===== src/rtl/gcfc_pkg.sv =====
package gcfc_pkg;

    // ****************************************************************
    // Register map
    // ****************************************************************
    localparam logic [3:0] GCFC_ADDR_CMD_LOWER = 4'h0;
    localparam logic [3:0] GCFC_ADDR_CMD_UPPER = 4'h1;
    localparam logic [3:0] GCFC_ADDR_CONTROL_ONE = 4'h2;
    localparam logic [3:0] GCFC_ADDR_IRQ_STATUS = 4'h3;
    localparam logic [3:0] GCFC_ADDR_IRQ_MASK = 4'h4;
    localparam logic [3:0] GCFC_ADDR_POP_DATA_LOW = 4'h5;
    localparam logic [3:0] GCFC_ADDR_POP_DATA_HIGH = 4'h6;

    // ****************************************************************
    // Field positions of display_control_one
    // ****************************************************************
    localparam int GCFC_POS_MODULE_ON = 15;
    localparam int GCFC_POS_UNUSED = 14;
    localparam int GCFC_POS_IDLE_HALT = 13;
    localparam int GCFC_POS_WMK_LSB = 8;
    localparam int GCFC_POS_DEPTH_LSB = 5;
    localparam int GCFC_POS_COUNT_LSB = 0;

    // ****************************************************************
    // Sizes and reset values
    // ****************************************************************
    localparam int GCFC_QUEUE_DEPTH = 16;
    localparam int GCFC_CMD_WIDTH = 32;
    localparam logic [15:0] GCFC_RESET_WORD = 16'h0000;
    localparam logic [4:0] GCFC_RESET_COUNT = 5'h00;
    localparam logic [2:0] GCFC_DEPTH_MAX_CODE = 3'h4;
    localparam int GCFC_IRQ_BIT_LEVEL = 0;
    localparam int GCFC_IRQ_BIT_DROP = 1;

    // ****************************************************************
    // Bus carrier
    // ****************************************************************
    typedef struct packed {
        logic [3:0] addr;
        logic [15:0] wdata;
        logic [1:0] byte_en;
        logic wr;
        logic rd;
    } gcfc_bus_req_t;

    typedef struct packed {
        logic module_on;
        logic idle_halt;
        logic [4:0] watermark;
        logic [2:0] pixel_depth;
    } gcfc_ctrl_t;

endpackage


===== src/rtl/gcfc_top.sv =====
// The register addresses and the strobed register port were chosen for this implementation.
`timescale 1ns/10ps

// Overview of operation
// Enable bit turns display module on.
// Idle-halt bit stops module during Idle.
// Watermark N flags fall N to N-1.
// Watermark zero never raises level flag.
// Pixel depth codes select 1..16 bpp.
// Read-only count reports queued commands 0..16.
// Full queue drops further commands.
// Bit 14 reads zero, ignores writes.
// Upper word/high-byte write pushes command.
// Lower half writes store only, never push.
// Count up on push, down on pop.
module gcfc_top #(
    parameter int DEPTH = gcfc_pkg::GCFC_QUEUE_DEPTH,
    parameter int WIDTH = gcfc_pkg::GCFC_CMD_WIDTH
) (
    input wire logic clk_in,
    input wire logic reset_n_in,
    input wire logic [3:0] addr_in,
    input wire logic [15:0] wdata_in,
    input wire logic [1:0] byte_en_in,
    input wire logic wr_in,
    input wire logic rd_in,
    output logic [15:0] rdata_out,
    input wire logic system_idle_in,
    input wire logic gpu_take_in,
    output logic gpu_cmd_valid_out,
    output logic [WIDTH-1:0] gpu_cmd_out,
    output logic module_run_out,
    output logic [2:0] pixel_depth_out,
    output logic depth_reserved_out,
    output logic irq_out
);

    // ****************************************************************
    // Bus decode
    // ****************************************************************
    localparam int AW = $clog2(DEPTH);

    gcfc_pkg::gcfc_bus_req_t req;
    gcfc_pkg::gcfc_ctrl_t ctrl_ff;
    logic [15:0] cmd_lower_ff;
    logic [15:0] cmd_upper_ff;
    logic [4:0] count_ff;
    logic [AW-1:0] wr_ptr_ff;
    logic [AW-1:0] rd_ptr_ff;
    logic [1:0] irq_status_ff;
    logic [1:0] irq_mask_ff;
    logic idle_sync1_ff;
    logic idle_sync2_ff;
    logic [WIDTH-1:0] mem_rd_data;

    assign req = '{addr: addr_in, wdata: wdata_in, byte_en: byte_en_in, wr: wr_in, rd: rd_in};

    wire wr_lower = req.wr && (req.addr == gcfc_pkg::GCFC_ADDR_CMD_LOWER);
    wire wr_upper = req.wr && (req.addr == gcfc_pkg::GCFC_ADDR_CMD_UPPER);
    wire wr_ctrl = req.wr && (req.addr == gcfc_pkg::GCFC_ADDR_CONTROL_ONE);
    wire wr_status = req.wr && (req.addr == gcfc_pkg::GCFC_ADDR_IRQ_STATUS);
    wire wr_mask = req.wr && (req.addr == gcfc_pkg::GCFC_ADDR_IRQ_MASK);

    // Byte lane merge: a register keeps lanes whose enable is low.
    function automatic logic [15:0] merge_lanes(input logic [15:0] old_v, input logic [15:0] new_v,
                                                input logic [1:0] be);
        merge_lanes = {be[1] ? new_v[15:8] : old_v[15:8], be[0] ? new_v[7:0] : old_v[7:0]};
    endfunction

    // ****************************************************************
    // Queue control
    // ****************************************************************
    wire queue_full = (count_ff == 5'(DEPTH));
    wire queue_empty = (count_ff == gcfc_pkg::GCFC_RESET_COUNT);
    // The push uses the freshly written upper bytes so a word write carries its own data.
    wire push_req = wr_upper && req.byte_en[1];
    wire push_ok = push_req && !queue_full;
    wire push_drop = push_req && queue_full;
    wire [15:0] nxt_cmd_upper = merge_lanes(cmd_upper_ff, req.wdata, req.byte_en);
    wire [WIDTH-1:0] push_word = WIDTH'({nxt_cmd_upper, cmd_lower_ff});
    // Halting in Idle freezes the consumer side; software may still fill the queue.
    wire halted = idle_sync2_ff && ctrl_ff.idle_halt;
    wire running = ctrl_ff.module_on && !halted;
    // The head word leaves only when the consumer takes it while it is shown valid.
    wire pop_ok = gpu_take_in && gpu_cmd_valid_out && running && !queue_empty;
    wire [4:0] nxt_count = count_ff + 5'(push_ok) - 5'(pop_ok);
    wire level_hit = pop_ok && (ctrl_ff.watermark != 5'h00) && (count_ff == ctrl_ff.watermark);

    gcfc_queue_mem #(
        .WIDTH(WIDTH),
        .DEPTH(DEPTH),
        .AW(AW)
    ) u_mem (
        .clk_in(clk_in),
        .wr_en_in(push_ok),
        .wr_addr_in(wr_ptr_ff),
        .wr_data_in(push_word),
        .rd_addr_in(pop_ok ? AW'(rd_ptr_ff + 1'b1) : rd_ptr_ff),
        .rd_data_out(mem_rd_data)
    );

    // ****************************************************************
    // Idle synchroniser
    // ****************************************************************
    always_ff @(posedge clk_in) begin
        if (!reset_n_in) begin
            idle_sync1_ff <= 1'b0;
            idle_sync2_ff <= 1'b0;
        end else begin
            idle_sync1_ff <= system_idle_in;
            idle_sync2_ff <= idle_sync1_ff;
        end
    end

    // ****************************************************************
    // Command halves and control register
    // ****************************************************************
    always_ff @(posedge clk_in) begin
        if (!reset_n_in) begin
            cmd_lower_ff <= gcfc_pkg::GCFC_RESET_WORD;
            cmd_upper_ff <= gcfc_pkg::GCFC_RESET_WORD;
            ctrl_ff <= '0;
        end else begin
            if (wr_lower) begin
                cmd_lower_ff <= merge_lanes(cmd_lower_ff, req.wdata, req.byte_en);
            end
            if (wr_upper) begin
                cmd_upper_ff <= nxt_cmd_upper;
            end
            if (wr_ctrl && req.byte_en[1]) begin
                ctrl_ff.module_on <= req.wdata[gcfc_pkg::GCFC_POS_MODULE_ON];
                ctrl_ff.idle_halt <= req.wdata[gcfc_pkg::GCFC_POS_IDLE_HALT];
                ctrl_ff.watermark <= req.wdata[gcfc_pkg::GCFC_POS_WMK_LSB +: 5];
            end
            if (wr_ctrl && req.byte_en[0]) begin
                ctrl_ff.pixel_depth <= req.wdata[gcfc_pkg::GCFC_POS_DEPTH_LSB +: 3];
            end
        end
    end

    // ****************************************************************
    // Queue pointers and occupancy
    // ****************************************************************
    always_ff @(posedge clk_in) begin
        if (!reset_n_in) begin
            count_ff <= gcfc_pkg::GCFC_RESET_COUNT;
            wr_ptr_ff <= '0;
            rd_ptr_ff <= '0;
        end else begin
            count_ff <= nxt_count;
            if (push_ok) begin
                wr_ptr_ff <= AW'(wr_ptr_ff + 1'b1);
            end
            if (pop_ok) begin
                rd_ptr_ff <= AW'(rd_ptr_ff + 1'b1);
            end
        end
    end

    // ****************************************************************
    // Consumer side
    // ****************************************************************
    // Valid waits one cycle after a push into an empty queue so the registered
    // memory read has caught up with the new head word.
    always_ff @(posedge clk_in) begin
        if (!reset_n_in) begin
            gpu_cmd_valid_out <= 1'b0;
            module_run_out <= 1'b0;
            pixel_depth_out <= 3'h0;
            depth_reserved_out <= 1'b0;
        end else begin
            gpu_cmd_valid_out <= running && (nxt_count != gcfc_pkg::GCFC_RESET_COUNT) && !pop_ok &&
                                 !(push_ok && queue_empty);
            module_run_out <= running;
            pixel_depth_out <= ctrl_ff.pixel_depth;
            depth_reserved_out <= ctrl_ff.pixel_depth > gcfc_pkg::GCFC_DEPTH_MAX_CODE;
        end
    end

    assign gpu_cmd_out = mem_rd_data;

    // ****************************************************************
    // Interrupt status and mask
    // ****************************************************************
    wire [1:0] irq_events = {push_drop, level_hit};
    wire [1:0] irq_clear = wr_status ? req.wdata[1:0] & {2{req.byte_en[0]}} : 2'b00;

    always_ff @(posedge clk_in) begin
        if (!reset_n_in) begin
            irq_status_ff <= 2'b00;
            irq_mask_ff <= 2'b00;
            irq_out <= 1'b0;
        end else begin
            // A new event in the clearing cycle keeps its bit set.
            irq_status_ff <= (irq_status_ff & ~irq_clear) | irq_events;
            if (wr_mask && req.byte_en[0]) begin
                irq_mask_ff <= req.wdata[1:0];
            end
            irq_out <= |(((irq_status_ff & ~irq_clear) | irq_events) & irq_mask_ff);
        end
    end

    // ****************************************************************
    // Read data
    // ****************************************************************
    wire [15:0] ctrl_word = {ctrl_ff.module_on, 1'b0, ctrl_ff.idle_halt, ctrl_ff.watermark,
                             ctrl_ff.pixel_depth, count_ff};
    logic [15:0] read_mux;

    always_comb begin
        unique case (req.addr)
            gcfc_pkg::GCFC_ADDR_CMD_LOWER: read_mux = cmd_lower_ff;
            gcfc_pkg::GCFC_ADDR_CMD_UPPER: read_mux = cmd_upper_ff;
            gcfc_pkg::GCFC_ADDR_CONTROL_ONE: read_mux = ctrl_word;
            gcfc_pkg::GCFC_ADDR_IRQ_STATUS: read_mux = {14'h0000, irq_status_ff};
            gcfc_pkg::GCFC_ADDR_IRQ_MASK: read_mux = {14'h0000, irq_mask_ff};
            default: read_mux = 16'h0000;
        endcase
    end

    always_ff @(posedge clk_in) begin
        if (!reset_n_in) begin
            rdata_out <= 16'h0000;
        end else begin
            rdata_out <= req.rd ? read_mux : 16'h0000;
        end
    end

endmodule // gcfc_top


===== src/rtl/gcfc_queue_mem.sv =====
`timescale 1ns/10ps

// Small register-file memory holding queued commands; read data are registered.
module gcfc_queue_mem #(
    parameter int WIDTH = 32,
    parameter int DEPTH = 16,
    parameter int AW = 4
) (
    input wire logic clk_in,
    input wire logic wr_en_in,
    input wire logic [AW-1:0] wr_addr_in,
    input wire logic [WIDTH-1:0] wr_data_in,
    input wire logic [AW-1:0] rd_addr_in,
    output logic [WIDTH-1:0] rd_data_out
);

    logic [WIDTH-1:0] mem_ff [DEPTH];

    always_ff @(posedge clk_in) begin
        if (wr_en_in) begin
            mem_ff[wr_addr_in] <= wr_data_in;
        end
        rd_data_out <= mem_ff[rd_addr_in];
    end

endmodule // gcfc_queue_mem


===== config.mk =====
export PLATFORM = sky130hd
export DESIGN_NAME = gcfc_top
export DESIGN_NICKNAME = d
export VERILOG_FILES = /design/src/rtl/gcfc_pkg.sv /design/src/rtl/gcfc_top.sv /design/src/rtl/gcfc_queue_mem.sv
export SDC_FILE = /design/constraint.sdc
export NUM_CORES = 1
export LEC_CHECK = 0
export BUFFER_PORTS_ARGS = -buffer_cell sky130_fd_sc_hd__buf_4
export CORE_MARGIN = 4
export CORE_UTILIZATION = 37
export CTS_CLUSTER_SIZE = 10
export DETAILED_ROUTE_END_ITERATION = 8
export PLACE_DENSITY = 0.53
export REMOVE_ABC_BUFFERS = 1
export SYNTH_ARGS = -nofsm -noshare
export SYNTH_HDL_FRONTEND = slang
export SYNTH_SLANG_ARGS = --single-unit

===== constraint.sdc =====
create_clock -name clk_in -period 5.15 [get_ports clk_in]
set_input_delay 1.03 -clock clk_in [delete_from_list [all_inputs] [get_ports clk_in]]
set_output_delay 1.03 -clock clk_in [all_outputs]
set_load 0.01 [all_outputs]

==> results.txt <==
----------------------------------------------------
[Hold path]
  Path class of the lowest-slack min-delay path ... flip-flop to flip-flop

[Clocking]
  Number of buffers inserted during clock tree synthesis ... 75
  Clock tree from TritonCTS ... done
  Htree depth ... 3
  Clk_lat worst skew ... 0.61 ns
  Clock edge transition at the registers on the reported setup and hold paths ... 0.05 ns
  Number of buffers inserted by hold repair at cts ... 0
  Maximum buffer depth of the clock tree ... 3
  Setup bufs post-CTS ... 0
  PostCTS Resize Cnt ... 0
  # clock sinks ... 628
  Clock root buffer master ... sky130_fd_sc_hd__clkbuf_16

[Yosys]
  Fraction of synthesis flops using an asynchronous set or reset pin ... 0
  Portion of the post-synthesis area used by sequential elements ... 0.623
  Count of state elements after synthesis ... 628
  Syn Std Cell Area ... 28400 um2
  Number of enable flip-flop cells after synthesis ... 512
  Number of library cell types mapped by synthesis ... 59
  Top flip-flop cell by instance count after synthesis ... sky130_fd_sc_hd__edfxtp_1
  Syn Inst Count ... 1493
  Number of warning messages in the yosys log ... 0
  Syn Area/Cell ... 19.0 um2

[Power and ir drop]
  Total power density per cell area ... 320 nW/um2
  Total Power ... 10.4 mW
  Worst voltage drop across the vdd grid ... 0.000185 V
  Static Leak ... 10.7 nW

[Routing]
  Number of vias after detailed routing ... 15200
  Total Wirelength ... 73.9 mm
  First-pass DRT Iterations ... 5
  Drc violations ... 0
  Post-DRT Antenna Nets ... 0
  DR iter-0 viols ... 1349
  Mean routed wirelength per cell ... 27.5 um
  Drt via density ... 5.65

[Worst setup path]
  Type of element capturing the critical path ... flip-flop
  Kind of start point of the critical path ... flip-flop
  Highest fanout seen on the critical path ... 42
  Required time of the critical path ... 5.60 ns
  WP data arrival ... 3.87 ns
  Setup Crit Path Kind ... flip-flop to flip-flop

[Finish]
  Nets ... 1629
  Share of post-route cells with drive strength above 1 ... 0.388
  Most used cells in the layout excluding fill and tap cells ... sky130_fd_sc_hd__edfxtp_1 (512), sky130_fd_sc_hd__mux4_2 (256), sky130_fd_sc_hd__buf_4 (119), sky130_fd_sc_hd__dfxtp_1 (114), sky130_fd_sc_hd__mux2i_1 (93)
  Filler-free cell count of the finished design ... 2682
  Area added between synthesis and finish ... 14.7%
  Most common library cell in the layout ignoring fill and taps ... sky130_fd_sc_hd__edfxtp_1
  Design Area, Final ... 32600 um2

[STA]
  Number of failing setup endpoints in the final timing report ... 0
  Maximum clock frequency ... 0.293 GHz
  Hold Slack ... 0.492 ns
  Setup clock skew after layout ... 0.0235 ns
  Slew headroom ... 0.311
  Post-route minimum period ... 3.42 ns
  Number of endpoints with negative hold slack in the final report ... 0
  Count of pins over their slew limit ... 0
  Transition time of the tightest slew-check pin ... 1.03 ns
  Part of the cycle the worst path needs ... 0.663
  Unrepaired setup endpoints after global routing ... false

[Die]
  Die area ... 81300 um2
  Cell row count ... 101
  Die height ... 285 um
  Count of pins on the block boundary ... 83
  X dimension of the die ... 285 um
  Effective utilization at floorplan ... 0.374
  Core area ... 76100 um2

[Flow run]
  Number of max-cap violations ... 0

[Global routing]
  Global routing usage on met3 ... 0.0291
  Antenna violations before repair ... 0
  Global route overflow ... 0
  GR peak layer ... met2
  Total GRT Usage ... 0.182
  Maximum number of pins on one net before global-route repair ... 132
  Met2 Usage GRT ... 0.293
  Vias in the first global route ... 16000
  Wire length of the first global-routing pass ... 109 mm
  GR Util met1 ... 0.261

[Place]
  Final weighted congestion in routability-driven placement ... 0.775
  Instance count after placement with tap cells included ... 2542
  Count of buffers from port buffering ... 82
  Placed cell areas ... 30400 um2
  Estimated wirelength of the detail-placed design ... 44.1 mm

[Run status]
  Run status ... finished clean

----------------------------------------------------
## critical path: stages, from the launching register on
cell and delay, ns:
sky130_fd_sc_hd__dfxtp_1 0.37, sky130_fd_sc_hd__inv_1 0.10, sky130_fd_sc_hd__ha_1 0.19, sky130_fd_sc_hd__nor4b_2 0.37, sky130_fd_sc_hd__or3_4 0.25, sky130_fd_sc_hd__buf_4 0.63, sky130_fd_sc_hd__o21ai_0 0.33, sky130_fd_sc_hd__a211oi_4 0.31
sky130_fd_sc_hd__buf_4 0.43, sky130_fd_sc_hd__o221ai_2 0.17
## routing by layer
metal | vias up | share of wire
met5 | - | 0
met4 | 0 | 0.015
met3 | 79 | 0.059
met2 | 465 | 0.48
met1 | 8161 | 0.45
li1 | 6456 | -
## through the flow
stage | utilization | TNS [ns] | setup WS, ns
global placement | 0.399 | 0 | 1.44
detailed placement | 0.399 | 0 | 1.40
global route | 0.428 | 0 | 1.59
finish | 0.429 | 0 | 1.73
floorplan | - | -260.40 | -7.44
CTS | 0.428 | 0 | 1.79
## report_power, final
group / switching (mW) / total, mW / internal, mW
sequential: 0.00850 / 5.47 / 5.46
combinational: 0.0932 / 0.129 / 0.0362
clock: 2.02 / 4.82 / 2.80
total: 2.12 / 10.4 / 8.30
## synth_stat cells (2+ instances only)
library cell,instances,area [um2]
sky130_fd_sc_hd__a21bo_2,2,20.0
sky130_fd_sc_hd__a21oi_1,23,115
sky130_fd_sc_hd__a222oi_1,15,150
sky130_fd_sc_hd__a22oi_1,9,67.6
sky130_fd_sc_hd__a22oi_2,27,338
sky130_fd_sc_hd__and2_1,10,62.6
sky130_fd_sc_hd__and3_1,5,31.3
sky130_fd_sc_hd__buf_1,9,33.8
sky130_fd_sc_hd__buf_2,47,235
sky130_fd_sc_hd__buf_4,3,22.5
sky130_fd_sc_hd__buf_6,13,146
sky130_fd_sc_hd__clkbuf_1,38,143
sky130_fd_sc_hd__dfxtp_1,116,2320
sky130_fd_sc_hd__edfxtp_1,512,15400
sky130_fd_sc_hd__ha_1,11,138
sky130_fd_sc_hd__inv_1,11,41.3
sky130_fd_sc_hd__mux2_1,3,33.8
sky130_fd_sc_hd__mux2_2,46,518
sky130_fd_sc_hd__mux2_4,32,480
sky130_fd_sc_hd__mux2i_1,94,941
sky130_fd_sc_hd__mux4_2,256,5770
sky130_fd_sc_hd__nand2_1,43,161
sky130_fd_sc_hd__nand2b_1,3,18.8
sky130_fd_sc_hd__nand3_1,9,45.0
sky130_fd_sc_hd__nand4_1,4,25.0
sky130_fd_sc_hd__nand4b_1,2,17.5
sky130_fd_sc_hd__nor2_1,65,244
sky130_fd_sc_hd__nor3_1,6,30.0
sky130_fd_sc_hd__nor4b_2,4,60.1
sky130_fd_sc_hd__nor4bb_1,2,20.0
sky130_fd_sc_hd__o21ai_0,3,15.0
sky130_fd_sc_hd__o221ai_1,2,17.5
sky130_fd_sc_hd__o221ai_2,30,450
sky130_fd_sc_hd__o41ai_1,2,17.5
sky130_fd_sc_hd__xnor2_1,8,70.1
sky130_fd_sc_hd__xor2_1,5,43.8
## final timing paths
kind	from	end	slack [ns]	cells past startpoint
hold reg to reg	irq_status_ff[0]	irq_status_ff[0]	0.49	2
setup / recovery	count_ff[3]	u_mem.rd_data_out[30]	1.73	9
hold / removal	irq_status_ff[0]	irq_status_ff[0]	0.49	2
setup reg to reg	count_ff[3]	u_mem.rd_data_out[30]	1.73	9
## sequential cells by signal, indices dropped and copies added (netlist names)
signal,count
cmd_lower_ff,16
cmd_upper_ff,16
count_ff,5
ctrl_ff,10
depth_reserved_out,1
gpu_cmd_valid_out,1
idle_sync1_ff,1
idle_sync2_ff,1
irq_mask_ff,2
irq_out,1
irq_status_ff,2
module_run_out,1
pixel_depth_out,3
rd_ptr_ff,4
rdata_out,16
u_mem.mem_ff,512
u_mem.rd_data_out,32
wr_ptr_ff,4
## logic make-up after synthesis
family	after synthesis	synth area share
simple gates	163	0.0279
xor+xnor	13	0.00401
compound gates	123	0.0453
mux	431	0.272
flops	628	0.623
fa+ha+maj	12	0.00555
buf+inv	123	0.0222
## cell type report
class | instances | area (um2)
repair buffers | 129 | 1090
clock buffers | 126 | 2120
clock inverters | 10 | 80.1
well taps | 1030 | 1290
fillers | 6719 | 43500
diodes | 4 | 10.0
flip-flops and latches | 628 | 17700
multi-input cells | 742 | 10300
inverters | 13 | 50.0
No activity file was read; power rests on OpenSTA's default activity.
